### config.mk
export PLATFORM = sky130hd
export DESIGN_NAME = error_code_monitor
export DESIGN_NICKNAME = d
export VERILOG_FILES = /design/src/logic/error_code_monitor.v
export VERILOG_INCLUDE_DIRS = /design/src /design/src/logic
export SDC_FILE = /design/constraint.sdc
export NUM_CORES = 1
export LEC_CHECK = 0
export BUFFER_PORTS_ARGS = -buffer_cell sky130_fd_sc_hd__buf_2
export CAP_MARGIN = 20
export CORE_ASPECT_RATIO = 1.25
export CORE_UTILIZATION = 46
export CTS_BUF_LIST = sky130_fd_sc_hd__clkbuf_2 sky130_fd_sc_hd__clkbuf_4 sky130_fd_sc_hd__clkbuf_8
export DETAILED_ROUTE_END_ITERATION = 10
export PLACE_DENSITY = 0.72
export SYNTH_ARGS = -nofsm -noshare
export SYNTH_HDL_FRONTEND = slang
export SYNTH_SLANG_ARGS = --single-unit
### constraint.sdc
create_clock -name clk_in -period 3.4 [get_ports clk_in]
set_input_delay 0.34 -clock clk_in [delete_from_list [all_inputs] [get_ports clk_in]]
set_output_delay 0.34 -clock clk_in [all_outputs]
set_load 0.02 [all_outputs]
### src/logic/error_code_monitor_map.vh
`ifndef ERROR_CODE_MONITOR_MAP_VH
`define ERROR_CODE_MONITOR_MAP_VH

// Register byte offsets on the Wishbone bus.
`define REG_ERROR_CODE 4'h0
`define REG_CHECK_CTRL 4'h4
`define REG_LIMIT_LOW 4'h8
`define REG_LIMIT_HIGH 4'hC

// Field positions.
`define BUS_OPT_TIMEOUT_BIT 1
`define LIMIT_CHK_MEAS_BIT 1
`define LIMIT_CHK_REF_BIT 2
`define CTRL_BUS_OPT_LSB 0
`define CTRL_LIMIT_LSB 8

// Reset values.
`define ERROR_CODE_RESET 8'h00
`define BUS_OPT_RESET 8'h00
`define LIMIT_CTRL_RESET 8'h00
`define LIMIT_LOW_RESET 32'h80000000
`define LIMIT_HIGH_RESET 32'h7FFFFFFF

// Sequence and stack limits.
`define LABEL_MAX 10'h1FF
`define LINE_MAX 13'h1FFE
`define STACK_DEPTH 256

// Error codes.
`define ERR_FUSE 8'h23
`define ERR_LABEL 8'h24
`define ERR_LINE 8'h25
`define ERR_REG_INDEX 8'h26
`define ERR_STACK 8'h27
`define ERR_PARAM_A 8'h28
`define ERR_PARAM_B 8'h29
`define ERR_BUS_TIMEOUT 8'h38
`define ERR_DUP_NODE 8'h3B
`define ERR_SWITCH_LEAVE 8'h3C
`define ERR_MULTI_INDEX 8'h3D
`define ERR_SINGLE_INDEX 8'h3E
`define ERR_SYNC 8'h3F
`define ERR_MEAS_LIMIT 8'h41
`define ERR_REF_LIMIT 8'h42
`define ERR_MOVE_NO_POWER 8'h43
`define ERR_POWER_IN_ITP 8'h44
`define ERR_HOMING 8'h45
`define ERR_FRAMING 8'h50
`define ERR_OVERRUN 8'h51
`define ERR_CHECKSUM 8'h52

`endif

### src/logic/error_code_monitor.v
// Notes on behaviour
// - Blown encoder supply fuse loads code 35.
// - Jump or call label above 511 loads code 36.
// - Executing a sequence line above 8190 loads code 37.
// - Register index beyond its group maximum loads code 38.
// - Call stack holds 256 entries; a further push loads code 39.
// - First checked parameter out of its legal set loads code 40.
// - Second checked parameter out of its legal set loads code 41.
// - Multi-axis bus timeout loads code 56 only when bus option bit 1 set.
// - Duplicate node number on the multi-axis bus loads code 59.
// - Switch still active after leave distance during homing loads code 60.
// - Both end stops hit in multi-index homing loads code 61.
// - Both end stops hit in single-index homing loads code 62.
// - Start-on-input synchronisation failure loads code 63.
// - Limit control bit 1: measured position outside limits loads code 65.
// - Limit control bit 2: reference position outside limits loads code 66.
// - Movement request without power stage enabled is refused, code 67.
// - Power-on request in interpolation mode is refused, code 68.
// - Homing request not allowed by configuration is refused, code 69.
// - Serial host link framing error loads code 80.
// - Serial host link receive overrun loads code 81.
// - Serial host link checksum mismatch loads code 82.
// - Error code register readable, resets to 0, 0 means no error.
`include "error_code_monitor_map.vh"
`timescale 1ns/1ns
`default_nettype none

module error_code_monitor #(
	parameter POS_WIDTH = 32,
	parameter STACK_DEPTH = `STACK_DEPTH
) (
	input wire clk_in,
	input wire rst_in,
	input wire wb_cyc_in,
	input wire wb_stb_in,
	input wire wb_we_in,
	input wire [3:0] wb_adr_in,
	input wire [3:0] wb_sel_in,
	input wire [31:0] wb_dat_in,
	output reg [31:0] wb_dat_out,
	output reg wb_ack_out,
	input wire fuse_blown_in,
	input wire jump_valid_in,
	input wire [15:0] jump_label_in,
	input wire line_exec_in,
	input wire [15:0] line_number_in,
	input wire reg_access_in,
	input wire [15:0] reg_index_in,
	input wire [15:0] reg_index_max_in,
	input wire stack_push_in,
	input wire stack_pop_in,
	input wire checked_param_a_bad_in,
	input wire checked_param_b_bad_in,
	input wire bus_timeout_in,
	input wire dup_node_in,
	input wire homing_active_in,
	input wire switch_leave_done_in,
	input wire home_switch_in,
	input wire multi_index_setting_in,
	input wire end_stop_detect_a_in,
	input wire end_stop_detect_b_in,
	input wire homing_done_in,
	input wire start_on_input_sync_fail_in,
	input wire position_valid_in,
	input wire signed [POS_WIDTH-1:0] measured_position_in,
	input wire signed [POS_WIDTH-1:0] reference_position_in,
	input wire move_req_in,
	input wire power_stage_enable_in,
	input wire power_on_req_in,
	input wire interpolation_mode_in,
	input wire homing_req_in,
	input wire homing_allowed_in,
	input wire link_framing_err_in,
	input wire link_overrun_err_in,
	input wire link_checksum_err_in,
	output reg [7:0] error_code_value_out,
	output reg move_refused_out,
	output reg power_on_refused_out,
	output reg homing_refused_out,
	output reg [8:0] stack_level_out
);

	reg [7:0] bus_option_param;
	reg [7:0] limit_check_control;
	reg signed [POS_WIDTH-1:0] position_limit_low;
	reg signed [POS_WIDTH-1:0] position_limit_high;
	reg [8:0] next_stack_level;
	reg [7:0] next_code;
	reg [31:0] next_rdata;
	reg [1:0] stop_seen;
	wire [1:0] stop_now;
	wire bus_req;
	wire wr_req;
	wire rd_req;
	wire sel_code;
	wire sel_ctrl;
	wire sel_low;
	wire sel_high;
	wire wr_bus_opt;
	wire wr_limit_ctrl;
	wire wr_low;
	wire wr_high;
	wire [7:0] ctrl_lane0;
	wire [7:0] ctrl_lane1;
	wire clear_code;
	wire both_stops;
	wire homing_open;
	wire stack_full;
	wire stack_grow;
	wire stack_shrink;
	wire hit_fuse;
	wire hit_label;
	wire hit_line;
	wire hit_reg_index;
	wire hit_stack;
	wire hit_param_a;
	wire hit_param_b;
	wire hit_bus_timeout;
	wire hit_dup_node;
	wire hit_switch_leave;
	wire hit_multi_index;
	wire hit_single_index;
	wire hit_sync;
	wire hit_meas_limit;
	wire hit_ref_limit;
	wire hit_move;
	wire hit_power_on;
	wire hit_homing;
	wire hit_framing;
	wire hit_overrun;
	wire hit_checksum;
	wire record_code;

	function outside;
		input signed [POS_WIDTH-1:0] pos;
		input signed [POS_WIDTH-1:0] low;
		input signed [POS_WIDTH-1:0] high;
		begin
			outside = (pos < low) || (pos > high);
		end
	endfunction

	// Register decode is shared by the read mux and every write port.
	function reg_hit;
		input [3:0] adr;
		input [3:0] offset;
		begin
			reg_hit = (adr == offset);
		end
	endfunction

	assign bus_req = wb_cyc_in && wb_stb_in && !wb_ack_out;
	assign wr_req = bus_req && wb_we_in;
	assign rd_req = bus_req && !wb_we_in;
	assign sel_code = reg_hit(wb_adr_in, `REG_ERROR_CODE);
	assign sel_ctrl = reg_hit(wb_adr_in, `REG_CHECK_CTRL);
	assign sel_low = reg_hit(wb_adr_in, `REG_LIMIT_LOW);
	assign sel_high = reg_hit(wb_adr_in, `REG_LIMIT_HIGH);
	// Any write to the code register clears it; data is ignored.
	assign clear_code = wr_req && sel_code;

	// Limits ignore byte lanes, so software must always write them as whole words.
	assign wr_bus_opt = wr_req && sel_ctrl && wb_sel_in[0];
	assign wr_limit_ctrl = wr_req && sel_ctrl && wb_sel_in[1];
	assign wr_low = wr_req && sel_low;
	assign wr_high = wr_req && sel_high;
	assign ctrl_lane0 = wb_dat_in[`CTRL_BUS_OPT_LSB +: 8];
	assign ctrl_lane1 = wb_dat_in[`CTRL_LIMIT_LSB +: 8];

	// An end stop may be met long before the other, so each is remembered until homing ends.
	assign stop_now = {end_stop_detect_b_in, end_stop_detect_a_in};
	assign homing_open = homing_active_in && !homing_done_in;

	genvar s;
	generate
		for (s = 0; s < 2; s = s + 1) begin : stop_track
			always @(posedge clk_in) begin
				if (rst_in || !homing_open) begin
					stop_seen[s] <= 1'b0;
				end else if (stop_now[s]) begin
					stop_seen[s] <= 1'b1;
				end
			end
		end
	endgenerate

	assign both_stops = (stop_seen[0] || stop_now[0]) && (stop_seen[1] || stop_now[1]);

	assign hit_fuse = fuse_blown_in;
	assign hit_label = jump_valid_in && (jump_label_in > {6'h00, `LABEL_MAX});
	assign hit_line = line_exec_in && (line_number_in > {3'h0, `LINE_MAX});
	assign hit_reg_index = reg_access_in && (reg_index_in > reg_index_max_in);
	// Push and pop in one cycle leave the level alone.
	assign stack_full = (stack_level_out == STACK_DEPTH[8:0]);
	assign stack_grow = stack_push_in && !stack_pop_in;
	assign stack_shrink = stack_pop_in && !stack_push_in;
	assign hit_stack = stack_grow && stack_full;
	assign hit_param_a = checked_param_a_bad_in;
	assign hit_param_b = checked_param_b_bad_in;
	// The timeout input is ignored unless software arms it through the bus option byte.
	assign hit_bus_timeout = bus_timeout_in && bus_option_param[`BUS_OPT_TIMEOUT_BIT];
	assign hit_dup_node = dup_node_in;
	assign hit_switch_leave = homing_active_in && switch_leave_done_in && home_switch_in;
	assign hit_multi_index = homing_open && both_stops && multi_index_setting_in;
	assign hit_single_index = homing_open && both_stops && !multi_index_setting_in;
	assign hit_sync = start_on_input_sync_fail_in;
	assign hit_meas_limit = position_valid_in && limit_check_control[`LIMIT_CHK_MEAS_BIT] &&
		outside(measured_position_in, position_limit_low, position_limit_high);
	assign hit_ref_limit = position_valid_in && limit_check_control[`LIMIT_CHK_REF_BIT] &&
		outside(reference_position_in, position_limit_low, position_limit_high);
	assign hit_move = move_req_in && !power_stage_enable_in;
	assign hit_power_on = power_on_req_in && interpolation_mode_in;
	assign hit_homing = homing_req_in && !homing_allowed_in;
	assign hit_framing = link_framing_err_in;
	assign hit_overrun = link_overrun_err_in;
	assign hit_checksum = link_checksum_err_in;

	// Lower code wins when several errors arise in one cycle.
	always @* begin
		next_code = 8'h00;
		if (hit_fuse) begin
			next_code = `ERR_FUSE;
		end else if (hit_label) begin
			next_code = `ERR_LABEL;
		end else if (hit_line) begin
			next_code = `ERR_LINE;
		end else if (hit_reg_index) begin
			next_code = `ERR_REG_INDEX;
		end else if (hit_stack) begin
			next_code = `ERR_STACK;
		end else if (hit_param_a) begin
			next_code = `ERR_PARAM_A;
		end else if (hit_param_b) begin
			next_code = `ERR_PARAM_B;
		end else if (hit_bus_timeout) begin
			next_code = `ERR_BUS_TIMEOUT;
		end else if (hit_dup_node) begin
			next_code = `ERR_DUP_NODE;
		end else if (hit_switch_leave) begin
			next_code = `ERR_SWITCH_LEAVE;
		end else if (hit_multi_index) begin
			next_code = `ERR_MULTI_INDEX;
		end else if (hit_single_index) begin
			next_code = `ERR_SINGLE_INDEX;
		end else if (hit_sync) begin
			next_code = `ERR_SYNC;
		end else if (hit_meas_limit) begin
			next_code = `ERR_MEAS_LIMIT;
		end else if (hit_ref_limit) begin
			next_code = `ERR_REF_LIMIT;
		end else if (hit_move) begin
			next_code = `ERR_MOVE_NO_POWER;
		end else if (hit_power_on) begin
			next_code = `ERR_POWER_IN_ITP;
		end else if (hit_homing) begin
			next_code = `ERR_HOMING;
		end else if (hit_framing) begin
			next_code = `ERR_FRAMING;
		end else if (hit_overrun) begin
			next_code = `ERR_OVERRUN;
		end else if (hit_checksum) begin
			next_code = `ERR_CHECKSUM;
		end
	end

	// A new error in the clearing cycle is still recorded, so set wins over clear.
	assign record_code = (next_code != 8'h00) && ((error_code_value_out == 8'h00) || clear_code);

	always @(posedge clk_in) begin
		if (rst_in) begin
			error_code_value_out <= `ERROR_CODE_RESET;
		end else if (record_code) begin
			error_code_value_out <= next_code;
		end else if (clear_code) begin
			error_code_value_out <= 8'h00;
		end
	end

	// Overflowing push is dropped so the level never exceeds the depth.
	always @* begin
		next_stack_level = stack_level_out;
		if (stack_grow && !stack_full) begin
			next_stack_level = stack_level_out + 9'h001;
		end else if (stack_shrink && stack_level_out != 9'h000) begin
			next_stack_level = stack_level_out - 9'h001;
		end
	end

	always @(posedge clk_in) begin
		if (rst_in) begin
			stack_level_out <= 9'h000;
		end else begin
			stack_level_out <= next_stack_level;
		end
	end

	// Refusal flags are registered so each output comes straight from a flip-flop.
	always @(posedge clk_in) begin
		if (rst_in) begin
			move_refused_out <= 1'b0;
			power_on_refused_out <= 1'b0;
			homing_refused_out <= 1'b0;
		end else begin
			move_refused_out <= hit_move;
			power_on_refused_out <= hit_power_on;
			homing_refused_out <= hit_homing;
		end
	end

	// Unmapped reads return zero rather than stale data.
	always @* begin
		next_rdata = 32'h00000000;
		if (rd_req) begin
			if (sel_code) begin
				next_rdata = {24'h000000, error_code_value_out};
			end else if (sel_ctrl) begin
				next_rdata = {16'h0000, limit_check_control, bus_option_param};
			end else if (sel_low) begin
				next_rdata = position_limit_low;
			end else if (sel_high) begin
				next_rdata = position_limit_high;
			end
		end
	end

	// Wishbone slave: one wait state, ack for one cycle.
	always @(posedge clk_in) begin
		if (rst_in) begin
			wb_ack_out <= 1'b0;
		end else begin
			wb_ack_out <= bus_req;
		end
	end

	// Read data is zero outside the ack cycle.
	always @(posedge clk_in) begin
		if (rst_in) begin
			wb_dat_out <= 32'h00000000;
		end else begin
			wb_dat_out <= next_rdata;
		end
	end

	always @(posedge clk_in) begin
		if (rst_in) begin
			bus_option_param <= `BUS_OPT_RESET;
		end else if (wr_bus_opt) begin
			bus_option_param <= ctrl_lane0;
		end
	end

	always @(posedge clk_in) begin
		if (rst_in) begin
			limit_check_control <= `LIMIT_CTRL_RESET;
		end else if (wr_limit_ctrl) begin
			limit_check_control <= ctrl_lane1;
		end
	end

	always @(posedge clk_in) begin
		if (rst_in) begin
			position_limit_low <= `LIMIT_LOW_RESET;
		end else if (wr_low) begin
			position_limit_low <= wb_dat_in;
		end
	end

	always @(posedge clk_in) begin
		if (rst_in) begin
			position_limit_high <= `LIMIT_HIGH_RESET;
		end else if (wr_high) begin
			position_limit_high <= wb_dat_in;
		end
	end

endmodule

`default_nettype wire

---- Word-level counts from Yosys, hierarchy flattened ----
Index checks and enable logic that the tools add are counted.
Widths: inputs -> output; s select.
storage, ports and cells
  bits in registers ....................... 135
  input port bits ......................... 201
  output and inout port bits .............. 53
  logic and storage cells ................. 117
operators by class
  add/sub/neg operators ................... 2
  magnitude comparators ................... 7
  equal/unequal tests ..................... 4
  muxes and demuxes ....................... 29
  bitwise operators ....................... 1
  reductions and logical operators ........ 59
operator list
  kind                  count
  $mux 7                21
  $gt 32x32->1          2
  $lt 32x32->1          2
  $mux 32               2
  $logic_and 1x1->1     34
  $mux 8                3
  $mux 9                2
  $gt 16x13->1 const B  1
  $gt 16x16->1          1
  $gt 16x9->1 const B   1
  $mux 16               1
  $logic_not 1->1       10
  $add 9x1->9 const B   1
  $eq 9x9->1 const B    1
  $reduce_bool 9->1     1
  $sub 9x1->9 const B   1
  $eq 4x4->1 const B    2
  $logic_not 8->1       1
  $reduce_bool 8->1     1
  $logic_or 1x1->1      6
  $eq 4x3->1 const B    1
  $logic_not 4->1       1
  $reduce_bool 2->1     2
  $reduce_or 4->1       1
  3 further kinds       3

---- Depth between registers and ports, before layout ----
Gate-level depths: netlist (run 1).
  depth after elaboration ................. 24
  gate-level depth with buffers ........... 15
  gate-level depth less buffers ........... 15

---- Worst setup path after synthesis (run 1) ----
No wires, ideal clock.
  path type ............................... flip-flop to flip-flop
  start point ............................. register stack_level_out[2]
  end point ............................... register stack_level_out[8]
  setup time .............................. 115 ps
  arrival time ............................ 2937 ps
  required time ........................... 3285 ps
  slack ................................... 348 ps
  cell stages (with the launch flop) ...... 15
  path buffers ............................ 0
  clock period less this slack ............ 3052 ps
  cells stage by stage .................... dfxtp_1 -> or4_1 -> nor2_1 -> nand2_1 -> nand2_1 -> ha_1 -> a21oi_1 -> nor2_1 -> nor2_1 -> o21bai_1 -> a21oi_1 -> o21bai_1 -> a21oi_1 -> mux4_2 -> and2_1
between the ends
  longest elaborated chain between the ends .. 4
  elaborated cells between the ends (all ways) .. 10
  those cells by class .................... add/sub (2); eq/ne (1); mux (2); reduce/logical (5)
ends and longest elaborated chain
  element                                                              RTL line                  RTL
  from (decl)                                                          error_code_monitor.v:80   output reg [8:0] stack_level_out
  from (signal assigned)                                               error_code_monitor.v:293  stack_level_out <= next_stack_level;
  parallel branches: the longest is 4 deep, another holds $sub 9x1->9  --
Parallel ways; which one is timed is not known. The select of a mux whose other input is x is not followed.
A chain may end at the register's enable or synchronous reset.

---- Worst setup path in the final report (run 1) ----
  start point ............................. register position_limit_high[13]
  end point ............................... register error_code_value_out[1]
between the ends
  longest elaborated chain between the ends .. 21
  elaborated cells between the ends (all ways) .. 25
  those cells by class .................... order compare (2); mux (16); reduce/logical (7)
ends and longest elaborated chain
  element                                             RTL line                  RTL
  from (decl)                                         error_code_monitor.v:86   reg signed [POS_WIDTH-1:0] position_limit_high;
  from (signal assigned)                              error_code_monitor.v:370  position_limit_high <= `LIMIT_HIGH_RESET;
  from (signal assigned)                              error_code_monitor.v:372  position_limit_high <= wb_dat_in;
  $gt 32x32->1                                        error_code_monitor.v:139  outside = (pos < low) || (pos > high);
  $logic_or 1x1->1                                    error_code_monitor.v:139
  $logic_and 1x1->1                                   error_code_monitor.v:209  assign hit_ref_limit = position_valid_in && limit_check_control[`LIMIT_CHK_REF_BIT] &&
  $mux 7                                              error_code_monitor.v:249  end else if (hit_ref_limit) begin
  $mux 7 (*)                                          error_code_monitor.v:247  end else if (hit_meas_limit) begin
  $mux 7 (*)                                          error_code_monitor.v:245  end else if (hit_sync) begin
  $mux 7 (*)                                          error_code_monitor.v:243  end else if (hit_single_index) begin
  $mux 7 (*)                                          error_code_monitor.v:241  end else if (hit_multi_index) begin
  [5 not listed]                                      --
  $mux 7 (*)                                          error_code_monitor.v:229  end else if (hit_stack) begin
  $mux 7 (*)                                          error_code_monitor.v:227  end else if (hit_reg_index) begin
  $mux 7 (*)                                          error_code_monitor.v:225  end else if (hit_line) begin
  $mux 7 (*)                                          error_code_monitor.v:223  end else if (hit_label) begin
  $mux 7 (*)                                          error_code_monitor.v:221  if (hit_fuse) begin
  $reduce_bool 8->1                                   error_code_monitor.v:267  assign record_code = (next_code != 8'h00) && ((error_code_value_out == 8'h00) || clear_code);
  $logic_and 1x1->1                                   error_code_monitor.v:267
  $mux 8 / $reduce_bool 2->1 (equally long branches)  --
  to (signal assigned)                                error_code_monitor.v:271  error_code_value_out <= `ERROR_CODE_RESET;
  to (signal assigned)                                error_code_monitor.v:273  error_code_value_out <= next_code;
  to (decl)                                           error_code_monitor.v:76   output reg [7:0] error_code_value_out,
Every way passes the cells marked *; elsewhere a longest branch is shown, timed or not.

==> impl_results.rst, run 1 <==
.. list-table::
   :header-rows: 1

   * - Metric
     - Value
   * - Run status
     - completed
   * - Max transition margin
     - 0.441
   * - Worst stage delay on the critical path
     - 600 ps
   * - Design Area, Final
     - 11000 sq um
   * - HPWL reported at the end of detailed placement
     - 21.1 mm
   * - Number of inserted filler cells in the final layout
     - 1767
   * - Maximum number of pins on one net before global-route repair
     - 65
   * - Die Wd
     - 126 um
   * - Worst Hold Class
     - in -> reg
   * - Commonest cells after routing, fill and taps aside
     - sky130_fd_sc_hd__buf_2, sky130_fd_sc_hd__nand2_1, sky130_fd_sc_hd__ha_1
   * - Yosys warning total
     - 0
   * - Initial antenna violation count
     - 2
   * - Die boundary height
     - 157 um
   * - Cell area after placement
     - 10500 sq um
   * - Share of the clock period used by the worst path after layout
     - 0.974
   * - Hold_ws
     - 56.9 ps
   * - Net load switching power
     - 1.48 mW
   * - Per-cell via count in the routed design
     - 5.56
   * - Ports
     - 254
   * - Setup-failing EPs final
     - 0
   * - Most area-hungry cell type in the Yosys netlist
     - sky130_fd_sc_hd__dfxtp_1
   * - Count of maximum capacitance violations
     - 0
   * - Sum of routed wire length over all layers
     - 27.1 mm
   * - Residual overflow from global routing
     - 0
   * - Layout area overhead
     - 24.4%
   * - H-tree level count
     - 4
   * - Max-slew violations
     - 0
   * - Post-synthesis sequential element count
     - 134
   * - Count of mapped cells out of synthesis
     - 1113
   * - Number of synthesized flops with an enable pin
     - 0
   * - Most frequent cell on the critical path
     - sky130_fd_sc_hd__a2111o_1
   * - Reg area
     - 2680 sq um
   * - Worst reg2reg path startpoint
     - position_limit_high[13]$_SDFFE_PP1P_
   * - Clock group share of total power
     - 0.328
   * - Final #Nets
     - 1721
   * - Vias in the first global route
     - 8526
   * - WS Path Type
     - reg -> reg
   * - Initial Utilization
     - 0.470
   * - TritonCTS clock tree
     - yes
   * - Series of cell instances along the critical path
     - inv_1 -> ha_1 -> nand4_2 -> nor3_1 -> a21boi_1 -> or4b_4 -> a2111oi_4 -> xnor2_1 -> a21o_1 -> a2111o_1 -> a2111o_1 -> nand3_1
   * - Worst Setup Start Kind
     - register
   * - Setup slack of the worst register-to-register path
     - 90 ps
   * - Dominant cells by area after synthesis
     - sky130_fd_sc_hd__dfxtp_1, sky130_fd_sc_hd__ha_1, sky130_fd_sc_hd__nand2_1
   * - Clock-pin slew on the worst setup and hold paths
     - 80 ps
   * - Top-area cell type share of the netlist area
     - 0.303
   * - Buffer and inverter count on the worst path
     - 1
   * - Final total power
     - 4.37 mW
   * - Global-route wire length before repair
     - 42.2 mm
   * - Final instance count without filler cells
     - 1617
   * - Fraction of the yosys area taken by sequential cells
     - 0.303
   * - Post-route core utilization
     - 0.585
   * - Peak VDD IR
     - 491 uV
   * - Area of the multi-input gates
     - 5750 sq um
   * - Slowest cell on crit path
     - sky130_fd_sc_hd__or4b_4
   * - Hold buffer count at cts
     - 0
   * - Peak Freq
     - 302 MHz
   * - Count of buffers added by post-CTS timing repair for setup
     - 0
   * - Total instance count after detailed placement
     - 1583
   * - Iteration-0 DRC Markers
     - 459
   * - Pwr dens
     - 397 nW/um^2
   * - Post-detailed-route count of antenna-violating nets
     - 0
   * - Detailed-route via count
     - 8988
   * - Largest buffer count on any clock path
     - 2
   * - CP arrival
     - 3720 ps
   * - Critical path endpoint category
     - register
   * - Unrepaired setup endpoints after global routing
     - yes
   * - Number of buffers added by the clock tree synthesis step
     - 17
   * - CTS Root Buffer Type
     - sky130_fd_sc_hd__clkbuf_8
   * - Internal power
     - 2.89 mW
   * - Netlist area before placement
     - 8860 sq um
   * - Row Count
     - 56
   * - Number of DRC violations after detailed routing
     - 0
   * - Crit path required time
     - 3810 ps
   * - RePlAce Congestion
     - 0.895
   * - Minimum clock period after layout
     - 3310 ps
   * - Lkg Pwr
     - 5.24 nW
   * - Biggest fanout along the worst timing path
     - 4
   * - Critical path origin
     - position_limit_high[13]$_SDFFE_PP1P_
   * - Most used flip-flop cell after synthesis
     - sky130_fd_sc_hd__dfxtp_1
   * - Buffers on Ports
     - 241
   * - Insertion delay of the later-clocked pin in the worst-skew pair
     - 470 ps
   * - Hold path start
     - rst_in
   * - Die Area
     - 19800 sq um
   * - Fin. Hold Viols
     - 0
   * - DRT Pass-1 Iters
     - 5
   * - Aggregate global-route resource usage
     - 0.274
   * - Least-Margin Pin Slew
     - 838 ps
   * - Synth unique cells
     - 62
   * - Post-synthesis net count
     - 1464
   * - Syn Area/Cell
     - 7.96 sq um
   * - Comb power frac
     - 0.277
   * - Number of clock sinks
     - 134
   * - Ys async rst share
     - 0
   * - CP top delay family
     - compound AO/OA/AOI/OAI gates
   * - Routed wire per std cell
     - 16.8 um
   * - Worst clock skew on the final layout
     - 10.2 ps
   * - Most common cell after layout, fill and taps aside
     - sky130_fd_sc_hd__buf_2
   * - Layout cells sized above 1
     - 0.244
   * - Seq pwr share
     - 0.395
   * - Std-Cell Core Area
     - 18800 sq um
   * - Switching power share of the total
     - 0.338
-- metrics by stage --
| stage | TNS, ps | setup slack [ps] |
|---|---|---|
| after global routing | -59.8 | -56.5 |
| final | 0 | 88.1 |
| after CTS | 0 | 0.659 |
| after detailed placement | -242 | -75.3 |
| after global placement | -52.7 | -27.2 |
| after floorplan | 0 | 348 |
-- worst paths after layout --
kind	depth (start not counted)	end
worst max-delay path	12	error_code_value_out[1]$_SDFFE_PP0P_
worst min-delay path	2	wb_ack_out$_SDFF_PP0_
worst max register to register	12	error_code_value_out[1]$_SDFFE_PP0P_
worst min register to register	2	bus_option_param[5]$_SDFFE_PP0P_
-- worst reg2reg max path, stage by stage, from the launching register on --
cell                        delay, ps
sky130_fd_sc_hd__dfxtp_1          310
sky130_fd_sc_hd__inv_1             80
sky130_fd_sc_hd__ha_1             320
sky130_fd_sc_hd__nand4_2          140
sky130_fd_sc_hd__nor3_1            90
sky130_fd_sc_hd__a21boi_1         160
sky130_fd_sc_hd__or4b_4           600
sky130_fd_sc_hd__a2111oi_4        380
sky130_fd_sc_hd__xnor2_1          120
sky130_fd_sc_hd__a21o_1           200
sky130_fd_sc_hd__a2111o_1         370
sky130_fd_sc_hd__a2111o_1         400
sky130_fd_sc_hd__nand3_1           80
-- layer usage --
metal | GRT usage | vias up | wire, um
li1 | - | 4489 | -
met1 | 0.340 | 4158 | 11800
met2 | 0.468 | 296 | 13200
met3 | 0.0391 | 45 | 1360
met4 | 0.127 | 0 | 753
met5 | 0 | - | 0
-- cells in the mapped netlist, drive strengths merged (3+ instances only) --
cell / n
o41ai: 4
o211ai: 35
a22o: 8
or4: 5
o21a: 3
nand4: 24
nand3b: 3
a21o: 22
and3: 3
nor2b: 6
a22oi: 25
nand2: 179
or2: 3
nand2b: 7
nand3: 35
xnor2: 7
a221oi: 4
inv: 92
a211oi: 8
o31ai: 4
a2111oi: 3
mux2i: 5
and2: 7
clkbuf: 41
nor4: 5
dfxtp: 134
or3: 3
nor3: 25
and4: 8
a31oi: 3
o21ai: 24
o21bai: 5
nor2: 78
a21oi: 119
ha: 149
-- flip-flops by register name, indices dropped and copies added (netlist names) --
| register | count |
|---|---|
| error_code_value_out | 7 |
| stop_seen | 2 |
| limit_check_control | 8 |
| move_refused_out | 1 |
| power_on_refused_out | 1 |
| homing_refused_out | 1 |
| position_limit_low | 32 |
| position_limit_high | 32 |
| bus_option_param | 8 |
| wb_ack_out | 1 |
| wb_dat_out | 32 |
| stack_level_out | 9 |
-- layout make-up --
cell class	instances	area share
multi-input combinational	844	0.522
sequential	134	0.243
timing repair buffer	281	0.139
inverter	92	0.0313
tap	232	0.0263
clock buffer	19	0.0237
clock inverter	13	0.0143
antenna	2	0.000454
-- power groups by stage --
stage / Combinational (mW) / Clock [mW] / Sequential, mW
2_1_floorplan: 0.692 / 0 / 1.83
3_3_place_gp: 1.16 / 0 / 1.76
3_5_place_dp: 1.18 / 0 / 1.76
4_1_cts: 1.19 / 1.45 / 1.72
5_1_grt: 1.35 / 1.52 / 1.74
6_report: 1.21 / 1.43 / 1.73
-- logic make-up after synthesis --
logic type	Yosys count	synth area share
buffers and inverters	135	0.0576
DFF	134	0.303
AOI/OAI and AO/OA	283	0.206
muxes	6	0.00819
and+or+nand+nor	395	0.204
xor gates and xnor gates	9	0.00890
adders and majority gates	150	0.213
other	1	0.000423
-- repair_timing --
| action | in CTS | in global routing |
|---|---|---|
| setup endpoints to repair | 2 | 7 |
| pin swaps | 0 | 1 |
| resized for setup | 1 | 11 |
No activity file was read; power rests on OpenSTA's default activity.
==> run 2, diff against run 1 <==
Settings changed: ABC_AREA set to 1, CAP_MARGIN 20 to 25.
==> impl_results.rst, run 2 <==
.. list-table::
   :header-rows: 1

   * - Metric
     - Value
   * - Run status
     - completed
   * - Std-Cell Core Area
     - 18800 sq um (-0.37%)
   * - Peak Freq
     - 336 MHz (+11%)
   * - Sum of routed wire length over all layers
     - 25.9 mm (-4.5%)
   * - Yosys warning total
     - 0 (unchanged)
   * - Number of cells on the worst reg-to-reg path
     - 15 (+3)
   * - Worst Hold Class
     - in -> reg
   * - Count of mapped cells out of synthesis
     - 1226 (+10%)
   * - Worst stage delay on the critical path
     - 350 ps (-250 ps)
   * - Die Wd
     - 126 um (about the same)
   * - Residual overflow from global routing
     - 0 (unchanged)
   * - Count of buffers added by post-CTS timing repair for setup
     - 0 (unchanged)
   * - Top-area cell type share of the netlist area
     - 0.303 (about the same)
   * - TritonCTS clock tree
     - yes
   * - Worst clock skew on the final layout
     - 17.5 ps (+7.32 ps)
   * - Global-route wire length before repair
     - 41.2 mm (-2.4%)
   * - Minimum clock period after layout
     - 2980 ps (-333 ps)
   * - Lkg Pwr
     - 5.57 nW (+6.2%)
   * - Crit path required time
     - 3750 ps (-60 ps)
   * - Ports
     - 254 (unchanged)
   * - Cell area after placement
     - 10300 sq um (-1.9%)
   * - Vias in the first global route
     - 8604 (+0.91%)
   * - Max transition margin
     - 0.427 (-0.0140)
   * - Setup-failing EPs final
     - 0 (unchanged)
   * - Ys async rst share
     - 0 (unchanged)
   * - Post-detailed-route count of antenna-violating nets
     - 0 (unchanged)
   * - HPWL reported at the end of detailed placement
     - 20.6 mm (-2.4%)
   * - Max-slew violations
     - 0 (unchanged)
   * - Slowest cell on crit path
     - sky130_fd_sc_hd__ha_1
   * - Hold Path Cell Cnt
     - 3 (+1)
   * - Most common cell after layout, fill and taps aside
     - sky130_fd_sc_hd__buf_2
   * - Synth unique cells
     - 49 (-21%)
   * - Hold buffer count at cts
     - 0 (unchanged)
   * - Final #Nets
     - 1816 (+5.5%)
   * - Initial Utilization
     - 0.472 (+0.00149)
   * - Design Area, Final
     - 10700 sq um (-2.7%)
   * - Most area-hungry cell type in the Yosys netlist
     - sky130_fd_sc_hd__dfxtp_1
   * - Die Area
     - 19800 sq um (about the same)
   * - Per-cell via count in the routed design
     - 5.23 (-6.0%)
   * - Layout area overhead
     - 21.0%
   * - Worst Setup Start Kind
     - register
   * - Dominant cells by area after synthesis
     - sky130_fd_sc_hd__dfxtp_1, sky130_fd_sc_hd__ha_1, sky130_fd_sc_hd__a21oi_1
   * - Final instance count without filler cells
     - 1713 (+5.9%)
   * - Post-synthesis sequential element count
     - 134 (unchanged)
   * - Most frequent cell after synthesis
     - sky130_fd_sc_hd__nand2_1
   * - RePlAce Congestion
     - 0.907 (+1.3%)
   * - Count of maximum capacitance violations
     - 0 (unchanged)
   * - H-tree level count
     - 4 (unchanged)
   * - Die boundary height
     - 157 um (about the same)
   * - Fin. Hold Viols
     - 0 (unchanged)
   * - Number of clock sinks
     - 134 (unchanged)
   * - Iteration-0 DRC Markers
     - 474 (+3.3%)
   * - Most frequent cell on the critical path
     - sky130_fd_sc_hd__nand2_1
   * - Number of DRC violations after detailed routing
     - 0 (unchanged)
   * - CTS resizes
     - 0 (-1)
   * - Maximum number of pins on one net before global-route repair
     - 50 (-23%)
   * - Buffers on Ports
     - 241 (unchanged)
   * - Layout cells sized above 1
     - 0.204 (-0.0393)
   * - Commonest cells after routing, fill and taps aside
     - sky130_fd_sc_hd__buf_2, sky130_fd_sc_hd__nand2_1, sky130_fd_sc_hd__a21oi_1
   * - Share of the clock period used by the worst path after layout
     - 0.876 (-0.0979)
   * - CTS Root Buffer Type
     - sky130_fd_sc_hd__clkbuf_8
   * - Routed wire per std cell
     - 15.1 um (-9.9%)
   * - Most used flip-flop cell after synthesis
     - sky130_fd_sc_hd__dfxtp_1
   * - Number of synthesized flops with an enable pin
     - 0 (unchanged)
   * - Least-Margin Pin Slew
     - 855 ps (+16.4 ps)
   * - Number of buffers added by the clock tree synthesis step
     - 17 (unchanged)
   * - Series of cell instances along the critical path
     - nor4_1 -> and2_1 -> nand2_1 -> nand2_1 -> ha_1 -> a21oi_1 -> nand2_1 -> a21oi_1 -> o21bai_1 -> nand2_1 -> nand2_1 -> a21oi_1 -> mux2_2 -> o21ai_0 -> a21oi_1
   * - Netlist area before placement
     - 8860 sq um (about the same)
   * - Largest buffer count on any clock path
     - 2 (unchanged)
   * - Fraction of the yosys area taken by sequential cells
     - 0.303 (about the same)
   * - Aggregate global-route resource usage
     - 0.268 (-0.00602)
   * - Clock-pin slew on the worst setup and hold paths
     - 90 ps (about the same)
   * - Post-synthesis net count
     - 1577 (+7.7%)
   * - WS Path Type
     - reg -> reg
   * - Unrepaired setup endpoints after global routing
     - no
   * - Registers with the most flip-flops
     - position_limit_high (32), position_limit_low (32), wb_dat_out (32)
   * - Setup Total Neg Slack
     - 0 ps (unchanged)
   * - Syn Area/Cell
     - 7.22 sq um (-9.3%)
   * - Ranking of synthesized cells by instance count
     - sky130_fd_sc_hd__nand2_1, sky130_fd_sc_hd__a21oi_1, sky130_fd_sc_hd__inv_1
   * - CP arrival
     - 3330 ps (-390 ps)
   * - Pwr dens
     - 360 nW/um^2 (-9.1%)
   * - Insertion delay of the later-clocked pin in the worst-skew pair
     - 450 ps (-20 ps)
   * - Critical path endpoint category
     - register
   * - Total instance count after detailed placement
     - 1678 (+6.0%)
   * - DRT Pass-1 Iters
     - 5 (unchanged)
   * - Detailed-route via count
     - 8952 (-0.40%)
   * - Row Count
     - 56 (unchanged)
   * - Peak VDD IR
     - 269 uV (-45%)
   * - Number of inserted filler cells in the final layout
     - 1834 (+3.8%)
   * - Initial antenna violation count
     - 5 (+3)
   * - Biggest fanout along the worst timing path
     - 11 (+7)
   * - Post-route core utilization
     - 0.571 (-0.0139)
   * - Hold_ws
     - 112 ps (+55.0 ps)
run 2: changes by cell type in the layout (fill, tap and decap cells not counted), moves of 11 or more:
cell	before	now
sky130_fd_sc_hd__nand4_1	23	12
sky130_fd_sc_hd__a21o_1	22	2
sky130_fd_sc_hd__nor2_1	78	96
sky130_fd_sc_hd__a21oi_1	117	185
sky130_fd_sc_hd__o21ai_0	24	110
sky130_fd_sc_hd__a22oi_1	25	0
sky130_fd_sc_hd__inv_1	92	155
sky130_fd_sc_hd__buf_4	38	8
sky130_fd_sc_hd__nor3_1	24	13
sky130_fd_sc_hd__nand2_1	178	234
sky130_fd_sc_hd__o211ai_1	34	3
run 2: layout make-up:
class	count	area, sq um	share of cell area
antenna	3	7.51	0.000700
clock buffer	18	248	0.0231
clock inverter	14	128	0.0119
inverter	160	601	0.0560
multi-input combinational	901	5460	0.509
sequential	134	2680	0.250
tap	232	290	0.0271
timing repair buffer	251	1310	0.122
run 2: cell families (layout without fill, tap and decap cells):
group | Yosys count | in the layout | share of synthesized area
AND/OR/NAND/NOR | 412 | 412 | 0.197
buffers and inverters | 191 | 443 | 0.0818
other | 1 | 4 | 0.000423
AO/OA/AOI/OAI | 331 | 331 | 0.198
flip-flops | 134 | 134 | 0.303
adder cells (fa/ha/maj) | 150 | 150 | 0.213
multiplexers | 1 | 1 | 0.00127
XOR/XNOR | 6 | 6 | 0.00593
run 2: where the power goes:
group	internal [mW]	leakage [nW]	switching (mW)
registers	1.62	1.09	0.0548
logic	0.361	4.30	0.525
clock network	0.602	0.182	0.701
run 2: final timing paths:
path / endpoint / slack [ps] / start
hold reg to reg: wb_dat_out[25]$_SDFF_PP0_ / 460 / position_limit_high[25]$_SDFFE_PP1P_
hold / removal: position_limit_high[21]$_SDFFE_PP1P_ / 110 / wb_dat_in[21]
setup / recovery: stack_level_out[8]$_SDFFE_PP0P_ / 420 / stack_level_out[2]$_SDFFE_PP0P_
setup reg to reg: stack_level_out[8]$_SDFFE_PP0P_ / 420 / stack_level_out[2]$_SDFFE_PP0P_
run 2: metrics by stage:
stage	total power [mW]	setup WS, ps
detailed placement	2.59	401
floorplan	2.26	690
global placement	2.57	499
CTS	3.88	380
global route	4.08	61.7
finish	3.86	421
run 2: metal layers:
layer | vias up | routed length, um | track usage
li1 | 4611 | - | -
met4 | 2 | 830 | 0.122
met3 | 48 | 1560 | 0.0479
met2 | 274 | 13100 | 0.501
met1 | 4017 | 10400 | 0.293
met5 | - | 10 | 0
run 2: critical path: cells and delay by family (launching register included):
family / cells / cell delay, ps
mux: 1 / 350
fa+ha+maj: 1 / 350
compound gates: 6 / 780
flops: 1 / 340
simple gates: 7 / 1050
==> run 3, diff against run 2 <==
Settings changed: PLACE_DENSITY 0.72 to 0.77.
==> impl_results.rst, run 3 (synthesis results as in run 2) <==
.. list-table::
   :header-rows: 1

   * - Metric
     - Value
   * - Count of buffers added by post-CTS timing repair for setup
     - 0 (unchanged)
   * - Insertion delay of the later-clocked pin in the worst-skew pair
     - 460 ps (about the same)
   * - Per-cell via count in the routed design
     - 5.29 (+1.2%)
   * - Least-Margin Pin Slew
     - 641 ps (-214 ps)
   * - Lkg Pwr
     - 5.59 nW (+0.41%)
   * - Biggest fanout along the worst timing path
     - 11 (unchanged)
   * - Worst stage delay on the critical path
     - 360 ps (about the same)
   * - Critical path endpoint category
     - register
   * - TritonCTS clock tree
     - yes
   * - Die Area
     - 19800 sq um (unchanged)
   * - Setup-failing EPs final
     - 0 (unchanged)
   * - Commonest cells after routing, fill and taps aside
     - sky130_fd_sc_hd__buf_2, sky130_fd_sc_hd__nand2_1, sky130_fd_sc_hd__a21oi_1
   * - Unrepaired setup endpoints after global routing
     - no
   * - WS Path Type
     - reg -> reg
   * - Sum of routed wire length over all layers
     - 26.1 mm (+0.76%)
   * - Final total power
     - 3.96 mW (+2.6%)
   * - RePlAce Congestion
     - 0.885 (-2.3%)
   * - Layout cells sized above 1
     - 0.206 (+0.00161)
   * - Buffers on Ports
     - 241 (unchanged)
   * - Detailed-route via count
     - 9073 (+1.4%)
   * - Hold buffer count at cts
     - 0 (unchanged)
   * - Aggregate global-route resource usage
     - 0.268 (about the same)
   * - Vias in the first global route
     - 8715 (+1.3%)
   * - Global-route wire length before repair
     - 41.1 mm (-0.28%)
   * - Fin. Hold Viols
     - 0 (unchanged)
   * - Minimum clock period after layout
     - 3010 ps (+26.5 ps)
   * - Iteration-0 DRC Markers
     - 557 (+18%)
   * - CTS resizes
     - 0 (unchanged)
   * - Slowest cell on crit path
     - sky130_fd_sc_hd__ha_1
   * - Die Wd
     - 126 um (unchanged)
   * - Worst clock skew on the final layout
     - 11.6 ps (-5.93 ps)
   * - Peak VDD IR
     - 242 uV (-10%)
   * - Initial antenna violation count
     - 5 (unchanged)
   * - Residual overflow from global routing
     - 0 (unchanged)
   * - Largest buffer count on any clock path
     - 2 (unchanged)
   * - Share of the clock period used by the worst path after layout
     - 0.884 (+0.00778)
   * - CTS Root Buffer Type
     - sky130_fd_sc_hd__clkbuf_8
   * - Row Count
     - 56 (unchanged)
   * - Registers with the most flip-flops
     - position_limit_high (32), position_limit_low (32), wb_dat_out (32)
   * - Die boundary height
     - 157 um (unchanged)
   * - Post-detailed-route count of antenna-violating nets
     - 0 (unchanged)
   * - Area of the multi-input gates
     - 5460 sq um (unchanged)
   * - Series of cell instances along the critical path
     - nor4_1 -> and2_1 -> nand2_1 -> nand2_1 -> ha_1 -> a21oi_1 -> nand2_1 -> a21oi_1 -> o21bai_1 -> nand2_1 -> nand2_1 -> a21oi_1 -> mux2_2 -> o21ai_0 -> a21oi_1
   * - Worst Setup Start Kind
     - register
   * - DRT Pass-1 Iters
     - 7 (+2)
   * - H-tree level count
     - 4 (unchanged)
   * - Max transition margin
     - 0.573 (+0.146)
   * - Std-Cell Core Area
     - 18800 sq um (unchanged)
   * - Count of maximum capacitance violations
     - 0 (unchanged)
   * - Routed wire per std cell
     - 15.2 um (+0.58%)
   * - Setup Total Neg Slack
     - 0 ps (unchanged)
   * - Crit path required time
     - 3760 ps (about the same)
   * - Peak Freq
     - 333 MHz (-0.88%)
   * - Layout area overhead
     - 21.5%
   * - Most common cell after layout, fill and taps aside
     - sky130_fd_sc_hd__buf_2
   * - Number of inserted filler cells in the final layout
     - 1802 (-1.7%)
   * - Reg area
     - 2680 sq um (unchanged)
   * - Ports
     - 254 (unchanged)
   * - Maximum number of pins on one net before global-route repair
     - 47 (-6.0%)
   * - HPWL reported at the end of detailed placement
     - 20.9 mm (+1.6%)
   * - Run status
     - completed
   * - Max-slew violations
     - 0 (unchanged)
   * - Most frequent cell on the critical path
     - sky130_fd_sc_hd__nand2_1
   * - CP arrival
     - 3360 ps (+30 ps)
   * - Number of DRC violations after detailed routing
     - 0 (unchanged)
   * - Pwr dens
     - 368 nW/um^2 (+2.2%)
   * - Final #Nets
     - 1820 (+0.22%)
   * - Initial Utilization
     - 0.472 (unchanged)
   * - Worst Hold Class
     - in -> reg
   * - Number of clock sinks
     - 134 (unchanged)
   * - Number of buffers added by the clock tree synthesis step
     - 17 (unchanged)
   * - Clock-pin slew on the worst setup and hold paths
     - 90 ps (about the same)
## run 3: metal layers
metal / GRT usage / wire length, um / share of wire
met1: 0.277 / 10100 / 0.39
met2: 0.522 / 13700 / 0.52
met3: 0.0544 / 1680 / 0.064
met4: 0.107 / 634 / 0.024
met5: 0 / 13 / 0.00050
## run 3: metrics by stage
step	instance area, sq um	utilization	cells	setup slack, ps	hold slack, ps
2_1_floorplan	8860	-	1226	690	439
3_3_place_gp	10300	0.551	1682	548	452
3_5_place_dp	10300	0.551	1682	439	454
4_1_cts	10800	0.573	1713	386	64.3
5_1_grt	10800	0.573	1715	173	94.9
6_report	10800	0.573	1716	394	96.0
## run 3: final timing paths
kind | endpoint | slack, ps | start | cells after the start
worst max-delay path | stack_level_out[8]$_SDFFE_PP0P_ | 390 | stack_level_out[2]$_SDFFE_PP0P_ | 15
worst min-delay path | position_limit_high[26]$_SDFFE_PP1P_ | 100 | wb_dat_in[26] | 3
worst max register to register | stack_level_out[8]$_SDFFE_PP0P_ | 390 | stack_level_out[2]$_SDFFE_PP0P_ | 15
worst min register to register | wb_dat_out[23]$_SDFF_PP0_ | 460 | position_limit_high[23]$_SDFFE_PP1P_ | 2
## run 3: power by group
part | leakage, nW | internal [mW] | switching [mW] | total, mW
sequential | 1.09 | 1.62 | 0.0519 | 1.67
clock | 0.191 | 0.726 | 0.672 | 1.40
combinational | 4.31 | 0.362 | 0.530 | 0.892
## run 3: area by class of cell
class / count / share of cell area
clock buffer: 17 / 0.0217
timing repair buffer: 255 / 0.122
antenna: 3 / 0.000698
clock inverter: 14 / 0.0164
multi-input combinational: 901 / 0.507
tap: 232 / 0.0270
inverter: 160 / 0.0558
sequential: 134 / 0.249
## run 3: worst max-delay path, delay by kind of cell (launching register included)
family / cells / cell delay (ps)
mux: 1 / 360
flops: 1 / 350
fa+ha+maj: 1 / 360
simple gates: 7 / 1060
compound gates: 6 / 750
